[src/common/occ_pkg.sv]
/*
 * shared constants and types of the oscillator and clock gate control block.
 * assumes a 32-bit APB master and a 50 MHz pclk; the analog side delivers
 * raw oscillator ready levels that are asynchronous to pclk.
 */
package occ_pkg;

	// bus geometry
	localparam int OCC_DATA_W = 32;
	localparam int OCC_ADDR_W = 32;
	localparam int OCC_REG_W = 16;
	localparam int OCC_STRB_W = 4;

	// register byte addresses
	localparam logic [31:0] OCC_OFF_CLK_GATE = 32'h0000_0410;
	localparam logic [31:0] OCC_OFF_UNLOCK_KEY = 32'h0000_0A0C;
	localparam logic [31:0] OCC_OFF_OSC_CTRL = 32'h0000_0A10;
	localparam logic [31:0] OCC_OFF_IRQ_STATUS = 32'h0000_0A20;
	localparam logic [31:0] OCC_OFF_IRQ_MASK = 32'h0000_0A24;

	// reset values and writable masks
	localparam logic [15:0] OCC_CLK_GATE_RST = 16'h01C0;
	localparam logic [15:0] OCC_CLK_GATE_WMASK = 16'h03FF;
	localparam logic [15:0] OCC_KEY_RST = 16'h0000;
	localparam logic [15:0] OCC_UNLOCK_VALUE = 16'hCB14;
	localparam logic [2:0] OCC_OSC_EN_RST = 3'h3;

	// field positions
	localparam int OCC_AFE_OFF_BIT = 5;
	localparam int OCC_INIT_BIT_A = 3;
	localparam int OCC_INIT_BIT_B = 0;
	localparam int OCC_XTAL_EN_BIT = 2;
	localparam int OCC_HI_EN_BIT = 1;
	localparam int OCC_LO_EN_BIT = 0;
	localparam int OCC_XTAL_OK_BIT = 10;
	localparam int OCC_HI_OK_BIT = 9;
	localparam int OCC_LO_OK_BIT = 8;

	// interrupt status layout
	localparam int OCC_IRQ_W = 4;
	localparam int OCC_IRQ_XTAL = 0;
	localparam int OCC_IRQ_HI = 1;
	localparam int OCC_IRQ_LO = 2;
	localparam int OCC_IRQ_LOCKED = 3;
	localparam logic [3:0] OCC_IRQ_RST = 4'h0;

	// ready level must hold this many pclk cycles before it counts
	localparam int OCC_FILTER_CYCLES = 4;

	// one bit per oscillator, used for enables, ready levels and flags
	typedef struct packed {
		logic xtal;
		logic hi;
		logic lo;
	} occ_osc_s;

	// decoded apb request
	typedef struct packed {
		logic sel_gate;
		logic sel_key;
		logic sel_osc;
		logic sel_stat;
		logic sel_mask;
	} occ_dec_s;

endpackage

[src/verilog/occ_top.sv]
/*
 * oscillator and clock gate control: APB slave with the clock gate
 * register, the key-protected oscillator control register, stable flags
 * and an interrupt status/mask pair.
 * assumes an APB master on pclk and raw, asynchronous ready levels from
 * the three oscillator cells; the consumers of the enables sit on pclk.
 */
// Decided for this implementation: the APB interface to the registers.
`timescale 1ns/1ps

module occ_top
	import occ_pkg::*;
#(
	parameter int FILTER_CYCLES = OCC_FILTER_CYCLES
) (
	input wire logic pclk, // bus clock, 50 MHz
	input wire logic presetn, // async reset, active low
	input wire logic ce, // clock enable, freezes state when low
	input wire logic psel, // apb select
	input wire logic penable, // apb access phase
	input wire logic pwrite, // apb direction
	input wire logic [OCC_ADDR_W-1:0] paddr, // apb byte address
	input wire logic [OCC_DATA_W-1:0] pwdata, // apb write data
	input wire logic [OCC_STRB_W-1:0] pstrb, // apb byte strobes
	output logic [OCC_DATA_W-1:0] prdata, // apb read data
	output logic pready, // apb ready
	output logic pslverr, // apb error, unmapped address
	input wire occ_osc_s osc_ready_raw, // raw ready levels from the cells
	output occ_osc_s osc_on, // oscillator enables
	output occ_osc_s osc_stable, // sticky stable flags
	output logic afe_ctrl_clock_off, // stop the AFE control clock
	output logic [OCC_REG_W-1:0] clock_gate_enables, // whole gate register
	output logic osc_unlocked, // key protection open
	output logic irq // level interrupt
);

	localparam logic [OCC_DATA_W-1:0] DATA_ZERO = '0;
	localparam logic [OCC_REG_W-1:0] REG_ZERO = '0;

	// field geometry; only the low halfword, mostly lane 0, carries state
	localparam int LANE_W = 8;
	localparam int LANE_LO = 0;
	localparam int LANE_HI = 1;
	localparam int EN_W = 3;
	localparam int EN_MSB = OCC_XTAL_EN_BIT;
	localparam int EN_LSB = OCC_LO_EN_BIT;
	localparam int REG_PAD_W = OCC_DATA_W - OCC_REG_W;
	localparam int IRQ_PAD_W = OCC_DATA_W - OCC_IRQ_W;
	localparam logic [1:0] KEY_LANES = 2'h3;
	localparam logic [REG_PAD_W-1:0] REG_PAD = '0;
	localparam logic [IRQ_PAD_W-1:0] IRQ_PAD = '0;

	// decode and access qualification
	occ_dec_s dec;
	logic mapped;
	logic acc_phase;
	logic wr_fire;
	logic rd_capture;
	logic cap_done;

	assign dec.sel_gate = (paddr == OCC_OFF_CLK_GATE);
	assign dec.sel_key = (paddr == OCC_OFF_UNLOCK_KEY);
	assign dec.sel_osc = (paddr == OCC_OFF_OSC_CTRL);
	assign dec.sel_stat = (paddr == OCC_OFF_IRQ_STATUS);
	assign dec.sel_mask = (paddr == OCC_OFF_IRQ_MASK);
	assign mapped = |dec;

	// answer one cycle after the address has been sampled
	assign acc_phase = psel && penable;
	assign pready = ce && acc_phase && cap_done;
	assign wr_fire = pready && pwrite && mapped;
	assign rd_capture = ce && psel && !cap_done;

	// byte-lane merge of the low halfword
	logic [OCC_REG_W-1:0] lane_mask;
	logic [OCC_REG_W-1:0] wdata16;

	assign lane_mask = {{LANE_W{pstrb[LANE_HI]}}, {LANE_W{pstrb[LANE_LO]}}};
	assign wdata16 = pwdata[OCC_REG_W-1:0];

	// register state
	logic [OCC_REG_W-1:0] key_reg;
	logic [2:0] osc_en;
	logic [OCC_IRQ_W-1:0] irq_status;
	logic [OCC_IRQ_W-1:0] irq_mask;

	// clock gate register
	logic gate_we;
	logic [OCC_REG_W-1:0] gate_wmask;
	logic [OCC_REG_W-1:0] next_gate;

	assign gate_we = wr_fire && dec.sel_gate;
	// software keeps reserved bits at reset values; hardware stores bits 9:0 as written and drops writes to bits 15:10
	assign gate_wmask = lane_mask & OCC_CLK_GATE_WMASK;
	// init bits 3 and 0 are plain storage that software sets at start-up
	assign next_gate = (clock_gate_enables & ~gate_wmask) | (wdata16 & gate_wmask);

	always_ff @(posedge pclk or negedge presetn) begin
		if (!presetn) begin
			clock_gate_enables <= OCC_CLK_GATE_RST;
		end else if (ce && gate_we) begin
			clock_gate_enables <= next_gate;
		end
	end

	// the clock itself is gated downstream; this is its stop request
	assign afe_ctrl_clock_off = clock_gate_enables[OCC_AFE_OFF_BIT];

	// key register and protection state
	logic key_we;
	logic key_full_write;
	logic key_match;
	logic osc_we;
	logic other_we;
	logic next_unlocked;
	logic locked_reject;

	assign key_we = wr_fire && dec.sel_key;
	assign key_full_write = key_we && (pstrb[LANE_HI:LANE_LO] == KEY_LANES);
	assign key_match = key_full_write && (wdata16 == OCC_UNLOCK_VALUE);
	assign osc_we = wr_fire && dec.sel_osc;
	// any other write closes the lock, a wrong key or an unmapped address too,
	// so a stray access cannot leave the control register open
	assign other_we = pready && pwrite && !dec.sel_osc && !key_match;
	assign locked_reject = osc_we && !osc_unlocked;

	// one unlock covers exactly one control write, then relocks
	assign next_unlocked = key_match ? 1'b1 :
		((other_we || osc_we) ? 1'b0 : osc_unlocked);

	// protection state follows every completed write
	always_ff @(posedge pclk or negedge presetn) begin
		if (!presetn) begin
			osc_unlocked <= 1'b0;
		end else if (ce) begin
			osc_unlocked <= next_unlocked;
		end
	end

	// key storage reads back as written; only a full, matching write unlocks
	logic [OCC_REG_W-1:0] next_key;

	assign next_key = (key_reg & ~lane_mask) | (wdata16 & lane_mask);

	always_ff @(posedge pclk or negedge presetn) begin
		if (!presetn) begin
			key_reg <= OCC_KEY_RST;
		end else if (ce && key_we) begin
			key_reg <= next_key;
		end
	end

	// oscillator enables, writable only while unlocked
	logic osc_take;
	logic [2:0] osc_lane;
	logic [2:0] next_osc_en;

	assign osc_take = osc_we && osc_unlocked;
	// a write with lane 0 off leaves the enables as they are
	assign osc_lane = {EN_W{pstrb[LANE_LO]}};
	assign next_osc_en = (osc_en & ~osc_lane) | (pwdata[EN_MSB:EN_LSB] & osc_lane);

	always_ff @(posedge pclk or negedge presetn) begin
		if (!presetn) begin
			osc_en <= OCC_OSC_EN_RST;
		end else if (ce && osc_take) begin
			osc_en <= next_osc_en;
		end
	end

	// enable fields to the analog cells
	assign osc_on.xtal = osc_en[OCC_XTAL_EN_BIT];
	assign osc_on.hi = osc_en[OCC_HI_EN_BIT];
	assign osc_on.lo = osc_en[OCC_LO_EN_BIT];

	// stable tracking, one tracker per oscillator
	occ_osc_s stable_evt;

	// crystal oscillator
	occ_osc_tracker #(
		.FILTER_CYCLES(FILTER_CYCLES)
	) u_track_xtal (
		.pclk(pclk),
		.presetn(presetn),
		.ce(ce),
		.osc_on(osc_on.xtal),
		.ready_async(osc_ready_raw.xtal),
		.stable_flag(osc_stable.xtal),
		.stable_event(stable_evt.xtal)
	);

	// internal fast oscillator
	occ_osc_tracker #(
		.FILTER_CYCLES(FILTER_CYCLES)
	) u_track_hi (
		.pclk(pclk),
		.presetn(presetn),
		.ce(ce),
		.osc_on(osc_on.hi),
		.ready_async(osc_ready_raw.hi),
		.stable_flag(osc_stable.hi),
		.stable_event(stable_evt.hi)
	);

	// internal slow oscillator
	occ_osc_tracker #(
		.FILTER_CYCLES(FILTER_CYCLES)
	) u_track_lo (
		.pclk(pclk),
		.presetn(presetn),
		.ce(ce),
		.osc_on(osc_on.lo),
		.ready_async(osc_ready_raw.lo),
		.stable_flag(osc_stable.lo),
		.stable_event(stable_evt.lo)
	);

	// interrupt events: stable flags rising and rejected writes
	logic [OCC_IRQ_W-1:0] irq_set;
	logic [OCC_IRQ_W-1:0] irq_clr;
	logic [OCC_IRQ_W-1:0] next_status;
	logic mask_we;

	assign irq_set[OCC_IRQ_XTAL] = stable_evt.xtal;
	assign irq_set[OCC_IRQ_HI] = stable_evt.hi;
	assign irq_set[OCC_IRQ_LO] = stable_evt.lo;
	assign irq_set[OCC_IRQ_LOCKED] = locked_reject;

	// write one to clear, low lane only; a set in the same cycle wins
	logic [OCC_IRQ_W-1:0] irq_wbits;
	logic stat_we;

	assign irq_wbits = pwdata[OCC_IRQ_W-1:0];
	assign stat_we = wr_fire && dec.sel_stat && pstrb[LANE_LO];
	assign irq_clr = stat_we ? irq_wbits : OCC_IRQ_RST;
	assign next_status = (irq_status & ~irq_clr) | irq_set;
	assign mask_we = wr_fire && dec.sel_mask && pstrb[LANE_LO];

	// sticky status
	always_ff @(posedge pclk or negedge presetn) begin
		if (!presetn) begin
			irq_status <= OCC_IRQ_RST;
		end else if (ce) begin
			irq_status <= next_status;
		end
	end

	// mask, same layout as status; a one lets the event through
	always_ff @(posedge pclk or negedge presetn) begin
		if (!presetn) begin
			irq_mask <= OCC_IRQ_RST;
		end else if (ce && mask_we) begin
			irq_mask <= irq_wbits;
		end
	end

	// level output, registered so it holds no decode glitches
	always_ff @(posedge pclk or negedge presetn) begin
		if (!presetn) begin
			irq <= 1'b0;
		end else if (ce) begin
			irq <= |(next_status & irq_mask);
		end
	end

	// read view of the control register with its status flags
	logic [OCC_REG_W-1:0] osc_view;

	always_comb begin
		osc_view = REG_ZERO;
		osc_view[OCC_XTAL_OK_BIT] = osc_stable.xtal;
		osc_view[OCC_HI_OK_BIT] = osc_stable.hi;
		osc_view[OCC_LO_OK_BIT] = osc_stable.lo;
		osc_view[EN_MSB:EN_LSB] = osc_en;
	end

	// read words, each padded with zeros to the bus width
	logic [OCC_DATA_W-1:0] rd_gate;
	logic [OCC_DATA_W-1:0] rd_key;
	logic [OCC_DATA_W-1:0] rd_osc;
	logic [OCC_DATA_W-1:0] rd_stat;
	logic [OCC_DATA_W-1:0] rd_mask;

	assign rd_gate = {REG_PAD, clock_gate_enables};
	assign rd_key = {REG_PAD, key_reg};
	assign rd_osc = {REG_PAD, osc_view};
	assign rd_stat = {IRQ_PAD, irq_status};
	assign rd_mask = {IRQ_PAD, irq_mask};

	// read mux; unmapped addresses read zero
	logic [OCC_DATA_W-1:0] rd_mux;

	assign rd_mux = dec.sel_gate ? rd_gate :
		dec.sel_key ? rd_key :
		dec.sel_osc ? rd_osc :
		dec.sel_stat ? rd_stat :
		dec.sel_mask ? rd_mask :
		DATA_ZERO;

	// read data and error look at the address in the first selected cycle, writes decode it in the access phase;
	// capturing early lets pready rise in the access phase with no wait state
	logic next_cap;
	logic [OCC_DATA_W-1:0] next_prdata;
	logic next_slverr;

	assign next_cap = pready ? 1'b0 : (rd_capture ? 1'b1 : cap_done);
	// a write answers with zero so stale read data never rides along
	assign next_prdata = pwrite ? DATA_ZERO : rd_mux;
	// unmapped reads return zero together with the error flag
	assign next_slverr = !mapped;

	// capture flag, cleared as the answer is taken
	always_ff @(posedge pclk or negedge presetn) begin
		if (!presetn) begin
			cap_done <= 1'b0;
		end else if (ce) begin
			cap_done <= next_cap;
		end
	end

	// read data and error, held until the next capture
	always_ff @(posedge pclk or negedge presetn) begin
		if (!presetn) begin
			prdata <= DATA_ZERO;
			pslverr <= 1'b0;
		end else if (rd_capture) begin
			prdata <= next_prdata;
			pslverr <= next_slverr;
		end
	end

	// software keeps crystal and fast enables set before a system reset request;
	// this block only exposes them, it does not enforce the ordering

endmodule

[src/verilog/occ_osc_tracker.sv]
/*
 * stable-flag tracker for one oscillator.
 * assumes ready_async comes straight from the analog cell, unsynchronised,
 * and that osc_on is a pclk-domain register.
 */
`timescale 1ns/1ps
module occ_osc_tracker
	import occ_pkg::*;
#(
	parameter int FILTER_CYCLES = OCC_FILTER_CYCLES
) (
	input wire logic pclk, // bus clock
	input wire logic presetn, // async reset, active low
	input wire logic ce, // clock enable
	input wire logic osc_on, // oscillator enabled
	input wire logic ready_async, // raw ready level from the cell
	output logic stable_flag, // sticky stable indication
	output logic stable_event // one-cycle pulse when flag sets
);

	localparam int CNT_W = $clog2(FILTER_CYCLES + 1);
	localparam logic [CNT_W-1:0] CNT_LAST = CNT_W'(FILTER_CYCLES - 1);
	localparam logic [CNT_W-1:0] CNT_ZERO = '0;
	localparam logic [CNT_W-1:0] CNT_ONE = CNT_W'(1);

	logic ready_meta;
	logic ready_sync;
	logic [CNT_W-1:0] hold_cnt;
	logic next_flag;
	logic [CNT_W-1:0] next_cnt;

	// two flops; only the second is looked at
	always_ff @(posedge pclk or negedge presetn) begin
		if (!presetn) begin
			ready_meta <= 1'b0;
			ready_sync <= 1'b0;
		end else if (ce) begin
			ready_meta <= ready_async;
			ready_sync <= ready_meta;
		end
	end

	// filter: ready must hold for a few cycles before the flag sets
	assign stable_event = osc_on && !stable_flag && ready_sync && (hold_cnt == CNT_LAST);

	// once set the flag ignores ready; only disabling clears it
	assign next_flag = osc_on && (stable_flag || stable_event);
	assign next_cnt = (!osc_on || stable_flag || !ready_sync) ? CNT_ZERO :
		(stable_event ? CNT_ZERO : hold_cnt + CNT_ONE);

	// flag and filter state
	always_ff @(posedge pclk or negedge presetn) begin
		if (!presetn) begin
			stable_flag <= 1'b0;
			hold_cnt <= CNT_ZERO;
		end else if (ce) begin
			stable_flag <= next_flag;
			hold_cnt <= next_cnt;
		end
	end

endmodule

[config.mk]
export PLATFORM = sky130hd
export DESIGN_NAME = occ_top
export DESIGN_NICKNAME = d
export VERILOG_FILES = /design/src/common/occ_pkg.sv /design/src/verilog/occ_top.sv /design/src/verilog/occ_osc_tracker.sv
export SDC_FILE = /design/constraint.sdc
export NUM_CORES = 1
export LEC_CHECK = 0
export BUFFER_PORTS_ARGS = -buffer_cell sky130_fd_sc_hd__buf_2
export CORE_MARGIN = 10
export CORE_UTILIZATION = 46
export DETAILED_ROUTE_END_ITERATION = 7
export GPL_TIMING_DRIVEN = 0
export PLACE_DENSITY = 0.83
export SYNTH_ARGS = -nofsm -noshare
export SYNTH_HDL_FRONTEND = slang
export SYNTH_HIERARCHICAL = 1
export SYNTH_SLANG_ARGS = --single-unit
[constraint.sdc]
create_clock -name pclk -period 1.86 [get_ports pclk]
set_input_delay 0.558 -clock pclk [delete_from_list [all_inputs] [get_ports pclk]]
set_output_delay 0.558 -clock pclk [all_outputs]
set_load 0.05 [all_outputs]
==> Yosys cells after proc, flatten, opt, wreduce, memory -nomap -nowiden <==
Cells that the tools add are included.
{ "totals": {"rom_bits": 0, "wordCells": 134, "ram_bits": 0, "latchBits": 0, "register_bits": 97, "output_inout_bits": 59, "n_memories": 0} }
{ "op_classes": {"muxes": 17, "add_sub_neg": 3, "magnitude_cmp": 0, "div": 0, "shifts": 0, "n_reduce_logical": 66, "bitwise_logic": 16, "n_mul": 0, "n_eq_ne": 10} }
{ "ops": {"columns": ["operator", "count"], "rows": [
  ["32-bit by 12-bit == test with 1-bit output, second input constant", 4],
  ["16-bit bitwise AND", 3],
  ["16-bit two-way mux", 3],
  ["1-bit logical AND", 36],
  ["32-bit by 11-bit == test with 1-bit output, second input constant", 1],
  ["16-bit OR", 2],
  ["3-bit two-way mux", 6],
  ["16-bit by 10-bit bitwise AND with 16-bit output", 1],
  ["16-bit == test, second input constant", 1],
  ["10-bit inverter with 16-bit output", 1],
  ["16-bit inverter", 1],
  ["1-bit logical NOT", 14],
  ["4-bit two-way mux", 3],
  ["11-bit two-way mux", 1],
  ["1-bit logical OR", 10],
  ["3-bit by 1-bit adder with 3-bit output, second input constant", 3],
  ["3-bit by 2-bit == test with 1-bit output, second input constant", 3],
  ["4-bit bitwise AND", 2],
  ["3-bit bitwise AND", 2],
  ["5-bit OR reduction", 1],
  ["1-bit two-way mux", 4],
  ["4-bit inverter", 1],
  ["4-bit OR", 1],
  ["2-bit AND reduction", 2],
  ["other kinds (5)", 6]
]} }

==> Longest topological paths before layout <==
{ "logic_depth": {"word_depth": 13, "ltp_mapped": 8, "ltp_nobuf": 8} }

==> Modules after synthesis <==
The synthesis kept the hierarchy.
{ "by_module_without_submodules": {"columns": ["mod", "area_each_um2", "instances", "cells_per_inst", "seq_area_each_um2"], "rows": [
  ["occ_top", 2991.6, 1, 264, 1432.6],
  ["occ_osc_tracker", 319.1, 3, 25, 150.1]
]} }

==> Worst setup path before layout <==
OpenSTA, ideal clock, no wires.
{ "synth_timing": {"path_type": "input -> register", "startpoint": "in ce", "endpoint": "reg irq_status[3]", "cell_stages": 6, "setup_ps": 118, "arrival_time_ps": 2505, "setup_slack_ps": -763, "t_required_ps": 1742, "n_path_buf": 1, "cell_sequence": "and4_1 -> clkbuf_1 -> nand3_1 -> nor4b_1 -> a21boi_0 -> a21o_1"} }
{ "synth_via": {"elab_chain_cells": 10} }
{ "synth_lines": {"columns": ["element", "line_no", "rtl"], "rows": [
  ["from (decl)", "occ_top.sv:18", "input wire logic ce,"],
  ["1-bit logical AND * (2 in series)", "occ_top.sv:70", "assign pready = ce && acc_phase && cap_done;"],
  ["net pready", "occ_top.sv:26", "output logic pready,"],
  ["1-bit logical AND * (2 in series)", "occ_top.sv:71", "assign wr_fire = pready && pwrite && mapped;"],
  ["1-bit logical AND (2 in series)", "occ_top.sv:234", "assign stat_we = wr_fire && dec.sel_stat && pstrb[LANE_LO];"],
  ["4-bit two-way mux", "occ_top.sv:235", "assign irq_clr = stat_we ? irq_wbits : OCC_IRQ_RST;"],
  ["4-bit inverter", "occ_top.sv:236", "assign next_status = (irq_status & ~irq_clr) | irq_set;"],
  ["4-bit bitwise AND", "occ_top.sv:236", null],
  ["4-bit OR *", "occ_top.sv:236", null],
  ["to (signal assigned)", "occ_top.sv:244", "irq_status <= next_status;"],
  ["to (decl)", "occ_top.sv:84", "logic [OCC_IRQ_W-1:0] irq_status;"]
]} }
Mark *: on every way through the listed nets, which the timed path passes. The rest lies on a longest branch.
A chain may end at the register's enable or synchronous reset.

==> results.toml <==
[run_status]
outcome = "complete, but fails checks"
failed_checks = "setup timing"

[clocking]
clk_pin_slew_worst_paths_ns = 0.09
clock-sinks = 75
clk_latency_ns = 0.36
h-tree-depth = 3
cts_tree = "done"
cts_made_buffers = 9
clk_path_buf_depth = 2
cts_root_buf = "clkbuf_8"

[grt]
grt_max_degree = 76
antenna_found_initial = 0
track_usage_pct = 18.36
grt_pass1_vias = 3739
grt_pass1_wl_um = 19240
grt.overflow.total = 0

[power]
peakVddDrop_uv = 598.0
powerDensity_mw_per_mm2 = 601.0
leakage_nw = 2.864

[layout]
final_common_cell = "buf_2"
drive_gt1_share_pct = 54.44
final_cell_mix = "buf_2, dfrtp_1, buf_4"
final_util_pct = 67.16
finalInstanceArea_sq_mm = 0.005574
antenna_cells = 0
fin_nets = 582
synthToLayoutAreaGrowth_pct = 41.16

[route]
vias = 3574
viasPerCell = 5.840
drc = 0
ant_nets = 0
first_pass_iters = 5
wl_um = 13320
detail_route.wl_per_cell_um = 21.76
drt-initial-drc-count = 351

[floorplanning]
pin_count = 136
start_util_pct = 47.58
die_w_um = 112.7
placementRows = 33
die-area_sq_mm = 0.01269
dieHeight_um = 112.7
fp.coreArea_sq_mm = 0.008299

[min_path]
hp-class = "in2async"

[synth]
synth_seq_cells = 75
synth_area_leaders = "dfrtp_1, mux2_2, buf_4, dfstp_2, nand2_1"
yosysTopAreaCellShare_pct = 44.36
yosys_warnings = 6
ys_types = 58
synth-seq-area-share_pct = 47.69
synth_edf_count = 0
yosysTopAreaCell = "dfrtp_1"
synth_area_sq_mm = 0.003949
synth_cells = 339
async_flop_share_pct = 100.0
syn_area_per_cell_sq_um = 11.65
ys.flop_type = "dfrtp_1"

[worst_setup_path]
required_ns = 2.11
cp_cell_sequence = "buf_6 > or4b_4 > or3_4 > or2_4 > nor4_4 > buf_6 > mux2_4"
end_kind = "register"
cpPeakStageDelay_ns = 0.54
critical_path_arrival_ns = 2.57
crit_path_start_kind = "input port"
criticalPathCategory = "in2reg"
rr_startpoint = "cap_done"
crit_fanout = 4
cp_num_buf_inv = 2
critPathLaunch = "paddr[6]"
cp_common_cell = "buf_6"
cpLargestDelayFamily = "simple AND/OR/NAND/NOR gates"
critPathSlowestCell = "or4b_4"

[sta]
setup_ws_ns = -0.4651
setup_viol = 56
clock.fmax_mhz = 430.1
report.final.slew_viol_count = 0
post-route-min-period_ns = 2.325
relSlewSlack_pct = 38.05
tightest_slew_ns = 0.9292
finalHoldViolCount = 0
finClkSkew_ns = 0.01547
rsz0062_at_grt = "true"
post-route-period-util_pct = 125.0

[placed_design]
gp_congestion = 0.9230
placed_cell_area_sq_mm = 0.004800
dp_hpwl_um = 8409
pre_cts_ws_ns = -1.130
io_buffers = 95

[flow_run]
maxCapViolations = 0
worst reg2reg max path, cell delays in order, from the launching register on:
cell     delay, ns
dfrtp_1       0.40
buf_4         0.14
buf_4         0.13
or3_1         0.48
nor4_4        0.42
buf_2         0.23
a22o_1        0.14
stage by stage:
stage	cells	setup TNS (ns)	total power, mW	hold WS [ns]
detailed placement	560	-43.82	2.118	0.4586
global route	612	-15.47	3.465	0.3866
global placement	560	-55.40	2.108	0.4500
floorplan	360	-21.06	1.961	0.2624
finish	612	-14.26	3.350	0.3284
CTS	595	-12.55	3.317	0.3669
power breakdown:
group          switching, mW  internal (mW)
sequential            0.0248           1.65
clock                  0.689          0.507
combinational          0.311          0.163
total                   1.02           2.33
final timing paths:
kind	to	slack [ns]	cells after the start
min in group pclk	u_track_hi/ready_meta	0.42	2
max	register	-0.47	7
min reg2reg	prdata[13]	0.49	1
min	async pin	0.33	1
max reg2reg	prdata[12]	-0.14	6
max in group asynchronous	irq_status[0]	0.93	1
layer usage:
metal  vias to the layer above  track usage, %  share of wire (%)
met5                         -               0                  0
met4                         0           6.768                3.8
met3                        36           5.751                8.6
met2                       201           31.68                 50
met1                      1774           20.72                 38
li1                       1563               -                  -
cell usage after synthesis (all sizes together), types with 5 or more instances:
cell,number
dfrtp,70
mux2,43
nand2,28
buf,26
nor4,15
o21ai,13
nand2b,11
inv,10
a22o,8
clkbuf,7
nor2,6
a21oi,5
dfstp,5
nand3b,5
nand4,5
nor3,5
o22ai,5
or3,5
kinds of logic (layout without fill, tap and decap cells):
| group | after synthesis | count (layout) | synth area share [%] |
|---|---|---|---|
| other | 1 | 22 | 0.09497 |
| buffers and inverters | 43 | 190 | 6.876 |
| muxes | 43 | 43 | 12.26 |
| and+or+nand+nor | 111 | 111 | 19.23 |
| adders and majority gates | 3 | 3 | 0.9507 |
| DFF | 75 | 75 | 47.69 |
| AOI/OAI and AO/OA | 63 | 63 | 12.90 |
area by class of cell:
cell class	instances	area, sq um
plain buffers	32	251.5
clock buffers	9	123.9
clock inverters	7	58.81
fillers	546	2725
inverters	10	37.54
multi-input cells	242	2270
flip-flops and latches	75	1883
well taps	105	131.4
repair buffers	132	818.3
timing repair:
action	in CTS	in global routing
resized for setup	32	46
hold buffers	0	0
gates cloned	0	1
setup buffers	20	16
pin swaps	12	23
endpoints found under the setup margin	56	57
No activity file was read; power rests on OpenSTA's default activity.
